[src/rtl/nvm_command_sequencer_regs.svh]
// Function
// Page write copies buffer into addressed page
// Flash page write stalls CPU; EEPROM not
// Buffer cleared after write, erase, erase-write
// Page erase needs a byte in buffer
// Flash erase whole page, CPU halted
// EEPROM erase marked bytes, CPU runs
// Erase-write erases then programs, buffer kept
// Erase-write halts CPU on Flash only
// Buffer clear sets ones, halts seven cycles
// Chip erase all ones, keep fuse spares EEPROM
// Chip erase ignores boot lock, write guard
// EEPROM wipe to ones, CPU halted
// Fuse write only from debug port
// Debug loads address, data, then command, reset
// Reset aborts any ongoing write
// Ready flag; interrupt while flag and enable
// Sleep only when idle; keep clock otherwise
// Ready interrupt wakes from idle sleep only
// Wake from sleep clears page buffer
// Command write needs key within four instructions
// Locked command write leaves register unchanged
// Command codes zero through seven decoded
// Status shows Flash and EEPROM busy
// Ready flag cleared by writing one
// Buffer write stores AND with old contents
// Busy spans operation; EEPROM end sets flag
`ifndef NVM_COMMAND_SEQUENCER_REGS_SVH
`define NVM_COMMAND_SEQUENCER_REGS_SVH
`define OFS_COMMAND_CONTROL 4'h0
`define OFS_PROTECTION_CONTROL 4'h1
`define OFS_CONTROLLER_STATUS 4'h2
`define OFS_IRQ_ENABLE 4'h3
`define OFS_IRQ_FLAGS 4'h4
`define OFS_FUSE_VALUE_LO 4'h6
`define OFS_FUSE_VALUE_HI 4'h7
`define OFS_LAST_ADDRESS_LO 4'h8
`define OFS_LAST_ADDRESS_HI 4'h9
`define BIT_APP_GUARD 0
`define BIT_BOOT_LOCK 1
`define BIT_FLASH_BUSY 0
`define BIT_EEPROM_BUSY 1
`define BIT_WRITE_FAULT 2
`define BIT_EEPROM_READY 0
`define RST_BYTE 8'h00
`define RST_WORD 16'h0000
`define CMD_NONE 3'h0
`define CMD_PAGE_WRITE 3'h1
`define CMD_PAGE_ERASE 3'h2
`define CMD_ERASE_WRITE 3'h3
`define CMD_BUFFER_CLEAR 3'h4
`define CMD_FULL_ERASE 3'h5
`define CMD_EEPROM_WIPE 3'h6
`define CMD_FUSE_PROGRAM 3'h7
`define BUFFER_CLEAR_CYCLES 3'h7
`define UNLOCK_INSTRUCTIONS 3'h4
`endif

[src/rtl/nvm_pkg.sv]
package nvm_pkg;
  typedef enum logic [2:0] {
    op_none,
    op_write,
    op_erase,
    op_full_erase,
    op_eeprom_wipe,
    op_fuse_program
  } mem_op_e;
  typedef enum {
    st_idle,
    st_clear,
    st_erase,
    st_write,
    st_full,
    st_wipe,
    st_fuse
  } seq_state_e;
endpackage

[src/rtl/nvm_command_sequencer.sv]
// Local design decision: strobed register access.
`timescale 1ns/1ps
`default_nettype none
`include "nvm_command_sequencer_regs.svh"
module nvm_command_sequencer #(
  parameter int          PAGE_BYTES  = 64,
  parameter logic [15:0] EEPROM_BASE = 16'h1000,
  parameter logic [15:0] EEPROM_END  = 16'h10ff
) (
  // Clock and reset
  input  wire logic             mclk_in,
  input  wire logic             rst_in,
  // Register port
  input  wire logic [3:0]       reg_addr_in,
  input  wire logic [7:0]       reg_wdata_in,
  input  wire logic             reg_wr_in,
  input  wire logic             reg_rd_in,
  input  wire logic             debug_access_in,
  output logic      [7:0]       reg_rdata_out,
  // CPU side
  input  wire logic             self_program_key_in,
  input  wire logic             instr_retire_in,
  output logic                  cpu_halt_out,
  output logic                  irq_out,
  output logic                  boot_lock_out,
  output logic                  app_guard_out,
  // Page buffer load
  input  wire logic             pbuf_wr_in,
  input  wire logic [15:0]      pbuf_addr_in,
  input  wire logic [7:0]       pbuf_data_in,
  // Memory array
  input  wire logic             mem_done_in,
  input  wire logic [$clog2(PAGE_BYTES)-1:0] pbuf_idx_in,
  input  wire logic             eeprom_keep_fuse_in,
  output var nvm_pkg::mem_op_e  mem_op_out,
  output logic                  mem_start_out,
  output logic                  mem_is_eeprom_out,
  output logic                  mem_keep_eeprom_out,
  output logic      [15:0]      mem_addr_out,
  output logic      [15:0]      mem_data_out,
  output logic      [7:0]       pbuf_data_out,
  output logic                  pbuf_marked_out,
  // Sleep
  input  wire logic             sleep_req_in,
  input  wire logic             sleep_idle_mode_in,
  input  wire logic             wake_in,
  output logic                  nvm_asleep_out,
  output logic                  clock_keep_out,
  output logic                  wake_req_out
);
  localparam int IW = $clog2(PAGE_BYTES);

  nvm_pkg::seq_state_e state_reg;
  logic [2:0]  cmd_reg;
  logic [2:0]  unlock_cnt_reg;
  logic [2:0]  clear_cnt_reg;
  logic        erase_write_reg;
  logic        is_ee_reg;
  logic        boot_lock_reg;
  logic        app_guard_reg;
  logic        write_fault_reg;
  logic        irq_en_reg;
  logic        ready_flag_reg;
  logic [15:0] fuse_value_reg;
  logic [15:0] last_addr_reg;
  logic [7:0]  pbuf_mem [PAGE_BYTES];
  logic [PAGE_BYTES-1:0] mark_reg;

  logic       cmd_wr;
  logic       cmd_ok;
  logic [2:0] cmd_new;
  logic       start;
  logic       fuse_refused;
  logic       any_marked;
  logic       flash_busy;
  logic       eeprom_busy;
  logic       ee_done;
  logic       buf_clear;
  logic       addr_is_ee;

  assign cmd_wr  = reg_wr_in && reg_addr_in == `OFS_COMMAND_CONTROL;
  // Debug port writes are not subject to the key guard
  assign cmd_ok  = cmd_wr
                   && (unlock_cnt_reg != 3'h0 || debug_access_in);
  assign cmd_new = reg_wdata_in[2:0];
  assign fuse_refused = cmd_ok && cmd_new == `CMD_FUSE_PROGRAM
                        && !debug_access_in;
  assign start = cmd_ok && state_reg == nvm_pkg::st_idle
                 && cmd_new != `CMD_NONE && !fuse_refused;
  assign any_marked = |mark_reg;
  assign addr_is_ee = last_addr_reg >= EEPROM_BASE
                      && last_addr_reg <= EEPROM_END;

  always_comb
  begin
    flash_busy  = 1'b0;
    eeprom_busy = 1'b0;
    case (state_reg)
      nvm_pkg::st_erase,
      nvm_pkg::st_write:
      begin
        flash_busy  = !is_ee_reg;
        eeprom_busy = is_ee_reg;
      end
      nvm_pkg::st_full:
      begin
        flash_busy  = 1'b1;
        eeprom_busy = !eeprom_keep_fuse_in;
      end
      nvm_pkg::st_wipe:   eeprom_busy = 1'b1;
      nvm_pkg::st_fuse:   flash_busy  = 1'b1;
      default:            flash_busy  = 1'b0;
    endcase
  end

  // EEPROM page work lets the CPU run; all else halts it
  assign cpu_halt_out = flash_busy
                        || state_reg == nvm_pkg::st_clear
                        || state_reg == nvm_pkg::st_wipe;

  assign ee_done = mem_done_in && (((state_reg == nvm_pkg::st_write
                   || (state_reg == nvm_pkg::st_erase && !erase_write_reg))
                   && is_ee_reg) || state_reg == nvm_pkg::st_wipe
                   || (state_reg == nvm_pkg::st_full
                   && !eeprom_keep_fuse_in));

  assign buf_clear = wake_in
    || (mem_done_in && (state_reg == nvm_pkg::st_write
        || (state_reg == nvm_pkg::st_erase && !erase_write_reg)))
    || (state_reg == nvm_pkg::st_clear && clear_cnt_reg == 3'h0);

  // Key window counts retired instructions
  always_ff @(posedge mclk_in or posedge rst_in)
  begin
    if (rst_in)
      unlock_cnt_reg <= 3'h0;
    else if (self_program_key_in)
      unlock_cnt_reg <= `UNLOCK_INSTRUCTIONS;
    else if (instr_retire_in && unlock_cnt_reg != 3'h0)
      unlock_cnt_reg <= unlock_cnt_reg - 3'h1;
  end

  always_ff @(posedge mclk_in or posedge rst_in)
  begin
    if (rst_in)
      cmd_reg <= 3'h0;
    else if (cmd_ok)
      cmd_reg <= cmd_new;
  end

  // Reset returns the sequencer to idle, aborting any operation
  always_ff @(posedge mclk_in or posedge rst_in)
  begin
    if (rst_in)
    begin
      state_reg       <= nvm_pkg::st_idle;
      mem_op_out      <= nvm_pkg::op_none;
      mem_start_out   <= 1'b0;
      erase_write_reg <= 1'b0;
      is_ee_reg       <= 1'b0;
      clear_cnt_reg   <= 3'h0;
    end
    else
    begin
      mem_start_out <= 1'b0;
      case (state_reg)
        nvm_pkg::st_idle:
          if (start)
          begin
            is_ee_reg       <= addr_is_ee;
            erase_write_reg <= cmd_new == `CMD_ERASE_WRITE;
            case (cmd_new)
              `CMD_PAGE_WRITE:
              begin
                state_reg     <= nvm_pkg::st_write;
                mem_op_out    <= nvm_pkg::op_write;
                mem_start_out <= 1'b1;
              end
              `CMD_PAGE_ERASE:
                if (any_marked)
                begin
                  state_reg     <= nvm_pkg::st_erase;
                  mem_op_out    <= nvm_pkg::op_erase;
                  mem_start_out <= 1'b1;
                end
              `CMD_ERASE_WRITE:
              begin
                state_reg     <= nvm_pkg::st_erase;
                mem_op_out    <= nvm_pkg::op_erase;
                mem_start_out <= 1'b1;
              end
              `CMD_BUFFER_CLEAR:
              begin
                state_reg     <= nvm_pkg::st_clear;
                clear_cnt_reg <= `BUFFER_CLEAR_CYCLES - 3'h1;
              end
              `CMD_FULL_ERASE:
              begin
                // Locks are deliberately not consulted here
                state_reg     <= nvm_pkg::st_full;
                mem_op_out    <= nvm_pkg::op_full_erase;
                mem_start_out <= 1'b1;
              end
              `CMD_EEPROM_WIPE:
              begin
                state_reg     <= nvm_pkg::st_wipe;
                mem_op_out    <= nvm_pkg::op_eeprom_wipe;
                mem_start_out <= 1'b1;
              end
              `CMD_FUSE_PROGRAM:
              begin
                state_reg     <= nvm_pkg::st_fuse;
                mem_op_out    <= nvm_pkg::op_fuse_program;
                mem_start_out <= 1'b1;
              end
              default:
                state_reg <= nvm_pkg::st_idle;
            endcase
          end
        nvm_pkg::st_clear:
          if (clear_cnt_reg == 3'h0)
            state_reg <= nvm_pkg::st_idle;
          else
            clear_cnt_reg <= clear_cnt_reg - 3'h1;
        nvm_pkg::st_erase:
          if (mem_done_in && erase_write_reg)
          begin
            state_reg     <= nvm_pkg::st_write;
            mem_op_out    <= nvm_pkg::op_write;
            mem_start_out <= 1'b1;
          end
          else if (mem_done_in)
          begin
            state_reg  <= nvm_pkg::st_idle;
            mem_op_out <= nvm_pkg::op_none;
          end
        default:
          if (mem_done_in)
          begin
            state_reg  <= nvm_pkg::st_idle;
            mem_op_out <= nvm_pkg::op_none;
          end
      endcase
    end
  end

  assign mem_is_eeprom_out   = is_ee_reg;
  assign mem_keep_eeprom_out = eeprom_keep_fuse_in;
  assign mem_addr_out        = last_addr_reg;
  assign mem_data_out        = fuse_value_reg;

  always_ff @(posedge mclk_in or posedge rst_in)
  begin
    if (rst_in)
      write_fault_reg <= 1'b0;
    else if (fuse_refused)
      write_fault_reg <= 1'b1;
    else if (start)
      write_fault_reg <= 1'b0;
  end

  // Lock bits can only be set; reset alone clears them
  always_ff @(posedge mclk_in or posedge rst_in)
  begin
    if (rst_in)
    begin
      boot_lock_reg <= 1'b0;
      app_guard_reg <= 1'b0;
    end
    else if (reg_wr_in && reg_addr_in == `OFS_PROTECTION_CONTROL)
    begin
      boot_lock_reg <= boot_lock_reg | reg_wdata_in[`BIT_BOOT_LOCK];
      app_guard_reg <= app_guard_reg | reg_wdata_in[`BIT_APP_GUARD];
    end
  end
  assign boot_lock_out = boot_lock_reg;
  assign app_guard_out = app_guard_reg;

  always_ff @(posedge mclk_in or posedge rst_in)
  begin
    if (rst_in)
      irq_en_reg <= 1'b0;
    else if (reg_wr_in && reg_addr_in == `OFS_IRQ_ENABLE)
      irq_en_reg <= reg_wdata_in[`BIT_EEPROM_READY];
  end

  // Completion in the clearing cycle still sets the flag
  always_ff @(posedge mclk_in or posedge rst_in)
  begin
    if (rst_in)
      ready_flag_reg <= 1'b0;
    else if (ee_done)
      ready_flag_reg <= 1'b1;
    else if (reg_wr_in && reg_addr_in == `OFS_IRQ_FLAGS
             && reg_wdata_in[`BIT_EEPROM_READY])
      ready_flag_reg <= 1'b0;
  end
  assign irq_out = ready_flag_reg && irq_en_reg;
  assign wake_req_out = irq_out && sleep_idle_mode_in;

  always_ff @(posedge mclk_in or posedge rst_in)
  begin
    if (rst_in)
      fuse_value_reg <= `RST_WORD;
    else if (reg_wr_in && reg_addr_in == `OFS_FUSE_VALUE_LO)
      fuse_value_reg[7:0] <= reg_wdata_in;
    else if (reg_wr_in && reg_addr_in == `OFS_FUSE_VALUE_HI)
      fuse_value_reg[15:8] <= reg_wdata_in;
  end

  // A buffer load outranks a software write of the address
  always_ff @(posedge mclk_in or posedge rst_in)
  begin
    if (rst_in)
      last_addr_reg <= `RST_WORD;
    else if (pbuf_wr_in)
      last_addr_reg <= pbuf_addr_in;
    else if (reg_wr_in && reg_addr_in == `OFS_LAST_ADDRESS_LO)
      last_addr_reg[7:0] <= reg_wdata_in;
    else if (reg_wr_in && reg_addr_in == `OFS_LAST_ADDRESS_HI)
      last_addr_reg[15:8] <= reg_wdata_in;
  end

  // Clearing wins over a load in the same cycle
  for (genvar i = 0; i < PAGE_BYTES; i++)
  begin : g_entry
    always_ff @(posedge mclk_in or posedge rst_in)
    begin
      if (rst_in)
      begin
        pbuf_mem[i] <= 8'hff;
        mark_reg[i] <= 1'b0;
      end
      else if (buf_clear)
      begin
        pbuf_mem[i] <= 8'hff;
        mark_reg[i] <= 1'b0;
      end
      else if (pbuf_wr_in && pbuf_addr_in[IW-1:0] == IW'(i))
      begin
        pbuf_mem[i] <= pbuf_mem[i] & pbuf_data_in;
        mark_reg[i] <= 1'b1;
      end
    end
  end

  always_ff @(posedge mclk_in or posedge rst_in)
  begin
    if (rst_in)
    begin
      pbuf_data_out   <= 8'hff;
      pbuf_marked_out <= 1'b0;
    end
    else
    begin
      pbuf_data_out   <= pbuf_mem[pbuf_idx_in];
      pbuf_marked_out <= mark_reg[pbuf_idx_in];
    end
  end

  // Ongoing writes hold the clock through any sleep mode
  assign clock_keep_out = sleep_req_in
                          && state_reg != nvm_pkg::st_idle;
  always_ff @(posedge mclk_in or posedge rst_in)
  begin
    if (rst_in)
      nvm_asleep_out <= 1'b0;
    else
      nvm_asleep_out <= sleep_req_in && state_reg == nvm_pkg::st_idle
                        && !start;
  end

  always_ff @(posedge mclk_in or posedge rst_in)
  begin
    if (rst_in)
      reg_rdata_out <= 8'h00;
    else if (!reg_rd_in)
      reg_rdata_out <= 8'h00;
    else
      case (reg_addr_in)
        `OFS_COMMAND_CONTROL:    reg_rdata_out <= {5'h00, cmd_reg};
        `OFS_PROTECTION_CONTROL:
          reg_rdata_out <= {6'h00, boot_lock_reg, app_guard_reg};
        `OFS_CONTROLLER_STATUS:
          reg_rdata_out <= {5'h00, write_fault_reg, eeprom_busy,
                            flash_busy};
        `OFS_IRQ_ENABLE:         reg_rdata_out <= {7'h00, irq_en_reg};
        `OFS_IRQ_FLAGS:          reg_rdata_out <= {7'h00, ready_flag_reg};
        `OFS_FUSE_VALUE_LO:      reg_rdata_out <= fuse_value_reg[7:0];
        `OFS_FUSE_VALUE_HI:      reg_rdata_out <= fuse_value_reg[15:8];
        `OFS_LAST_ADDRESS_LO:    reg_rdata_out <= last_addr_reg[7:0];
        `OFS_LAST_ADDRESS_HI:    reg_rdata_out <= last_addr_reg[15:8];
        default:                 reg_rdata_out <= 8'h00;
      endcase
  end
endmodule
`default_nettype wire

[config.mk]
export PLATFORM = sky130hd
export DESIGN_NAME = nvm_command_sequencer
export DESIGN_NICKNAME = d
export VERILOG_FILES = /design/src/rtl/nvm_pkg.sv /design/src/rtl/nvm_command_sequencer.sv
export VERILOG_INCLUDE_DIRS = /design/src /design/src/rtl
export SDC_FILE = /design/constraint.sdc
export NUM_CORES = 2
export LEC_CHECK = 0
export BUFFER_PORTS_ARGS = -buffer_cell sky130_fd_sc_hd__buf_4
export CAP_MARGIN = 0
export CORE_UTILIZATION = 55
export DETAILED_ROUTE_END_ITERATION = 8
export PLACE_DENSITY = 0.83
export SLEW_MARGIN = 20
export SYNTH_ARGS = -nofsm -noshare
export SYNTH_HDL_FRONTEND = slang
export SYNTH_SLANG_ARGS = --single-unit
[constraint.sdc]
create_clock -name mclk_in -period 26.2 [get_ports mclk_in]
set_input_delay 3.93 -clock mclk_in [delete_from_list [all_inputs] [get_ports mclk_in]]
set_output_delay 3.93 -clock mclk_in [all_outputs]
set_load 0.1 [all_outputs]
==> out/metrics.cfg <==
[floorplan]
start_util_pct = 55.9
dieHeight_microns = 236
fp-row-count = 85
die-area_sq_um = 55800
ios = 117
core_sq_um = 54000
die_width_microns = 236

[grt]
use_met2_pct = 45.8
busiest_layer = met2
antenna_found_initial = 1
grt_remaining_overflow = 0
grt_max_degree = 280
grt_use_total_pct = 29.5
grt_use_met1_pct = 39.0
use_met3_pct = 7.57
grt_pass1_wl_mm = 127
grt_pass1_vias = 22400

[timing]
fin_crit_ps = 8380
fin_crit_sh_pct = 32.0
tightest_slew_ps = 1210
grt_setup_unrepaired = no
fmaxAchievable_ghz = 0.119
slew_violations = 0
tns_ps = 0
slew_headroom_pct = 19.2
finClkSkew_ps = 24.8
setup_viol = 0
finalHoldViolCount = 0

[finish]
num-nets-final = 2711
final.fill_count = 3949
multi_input_comb_area_sq_um = 11500
syn_to_final_growth_pct = 11.4
layout.area.seq_sq_um = 17600
fin_util_pct = 62.2
diodes = 0
largest_reg_flops = 512
drive_gt1_share_pct = 36.0

[synth]
ys_seq_elements = 678
synth_xor_area_share_pct = 0.0290
synth-compound-area-share_pct = 11.5
synth_fa_ha_area_share_pct = 0.166
syn_inst = 2641
synth_ff_type = dfstp_2
synth.avg_cell_area_sq_um = 11.4
synth-simple-area-share_pct = 11.1
synth_top_family_by_area = multiplexers
netlist.area_leader.share_pct = 45.3
ys_warn_count = 0
yosysTopAreaCell = dfstp_2
ys_async_sr_fraction_pct = 100
synth.net_count = 2700
yosysUniqueCellTypes = 58
synth_edf_count = 0
ys_seq_area_share_pct = 58.4
synthTopCellsByArea = dfstp_2 (45%), mux4_2 (13%), dfrtp_1 (13%), o21ai_0 (8.9%), nand2_1 (7.8%)
synthesis.area_sq_um = 30200
synthMuxAreaShare_pct = 15.2

[critical_path]
cp-end-kind = output pin
r2r-start = state_reg[0]$_DFFE_PP0P_
r2r_slack_ps = 22340
critPathMaxFanout = 2
r2r_cells = 7
critPathCapture = clock_keep_out
r2r_end = pbuf_mem[147]$_DFFE_PP1P_
cp.required_ps = 22270
cp-startpoint = sleep_req_in
worstSetupStartpointType = primary input
crit_arrival_ps = 4450
critical_path_class = primary input to output pin

[clocking]
clock_latency_ps = 620
max-clock-path-buffers = 3
cts_buffers = 68
htreeDepth = 3
cts_tree = yes
cts_resized = 0
postCtsHoldBufs = 0
postCtsSetupRepairBufs = 0
clk_pin_slew_worst_paths_ps = 60
cts_root_buffer = clkbuf_16
cts.sinks = 678

[drt]
wl_per_cell_microns = 23.8
drc_errors = 0
drt_iter0_drc = 2997
ant_nets = 0
vias_per_cell = 6.52
first_pass_iters = 6
drt-total-wl_mm = 80.9
vias = 22200

[flow_run]
drv_cap = 0

[pwr]
p_leak_nw = 12.5
ir_drop_uv = 65.1
p_per_area_nw_per_um2 = 72.3

[placement]
place_congestion = 0.913
numPortBuffers = 116
dp_hpwl_mm = 47.8

[min_path]
min_delay_path_depth = 2
hp-class = flop to flop

[run_status]
status = finished clean

## metrics by stage
stage	instance area, sq um	instances	power [mW]	hold slack, ps	setup slack [ps]
5_1_grt	33600	3402	2.50	488	17800
2_1_floorplan	30200	2641	1.36	451	4120
6_report	33600	3402	2.43	477	17820
4_1_cts	33600	3400	2.44	476	17820
3_3_place_gp	31300	3276	1.43	461	17810
3_5_place_dp	31300	3276	1.44	468	17820
## cells in the mapped netlist, drive strengths merged (4+ instances only)
library cell    n
a21oi          75
a221oi          4
buf            89
nand3           8
o22a            6
nor2b           8
clkbuf        102
nand2b          9
dfrtp         158
ha              4
mux2i          29
mux2           23
nand4           7
nor2           50
nor3           14
inv            71
mux4          180
and3            4
dfstp         520
and2           35
nand2         629
o21ai         536
nor4           26
a22oi          18
## routing by layer
| layer | up-vias | routed length, microns |
|---|---|---|
| met3 | 267 | 8560 |
| met5 | - | 10 |
| li1 | 9244 | - |
| met2 | 1366 | 38200 |
| met4 | 2 | 3810 |
| met1 | 11300 | 30300 |
## cell families (layout without fill, tap and decap cells)
kind of cell             Yosys count  after routing
AO/OA/AOI/OAI                    663            663
XOR/XNOR                           1              1
adder cells (fa/ha/maj)            4              4
buffers and inverters            262            327
flip-flops                       678            678
multiplexers                     232            232
AND/OR/NAND/NOR                  801            801
## how the worst min path moves through the flow
stage          slack (ps)                      endpoint                         start
2_1_floorplan         450  clear_cnt_reg[0]$_DFFE_PP0P_  clear_cnt_reg[0]$_DFFE_PP0P_
3_3_place_gp          460      pbuf_mem[98]$_DFFE_PP1P_      pbuf_mem[98]$_DFFE_PP1P_
3_5_place_dp          470      pbuf_mem[29]$_DFFE_PP1P_      pbuf_mem[29]$_DFFE_PP1P_
4_1_cts               480     pbuf_mem[375]$_DFFE_PP1P_     pbuf_mem[375]$_DFFE_PP1P_
5_1_grt               490     pbuf_mem[382]$_DFFE_PP1P_     pbuf_mem[382]$_DFFE_PP1P_
6_report              480     pbuf_mem[378]$_DFFE_PP1P_     pbuf_mem[378]$_DFFE_PP1P_
## layout make-up
cell class / count / area share, %
Clock buffer: 101 / 5.90
Sequential cell: 678 / 52.4
Timing Repair Buffer: 132 / 3.17
Clock inverter: 23 / 0.912
Inverter: 71 / 0.815
Multi-Input combinational cell: 1701 / 34.2
Tap cell: 696 / 2.59
## placed cells by master (no fill, tap or decap), drive strengths merged, types with 50 or more instances in the layout
master,instances
inv,75
mux4,180
nand2,629
dfrtp,158
buf,132
nor2,50
clkbuf,101
dfstp,520
a21oi,75
o21ai,536
## power by group
part           switching [mW]  internal, mW
sequential             0.0227          1.08
combinational           0.253        0.0753
clock                   0.414         0.588
## worst max-delay path: stages
cell	delay, ps
buf_4	80
nor2b_1	130
buf_4	310
Note: power is estimated with default switching activity, not from simulation.
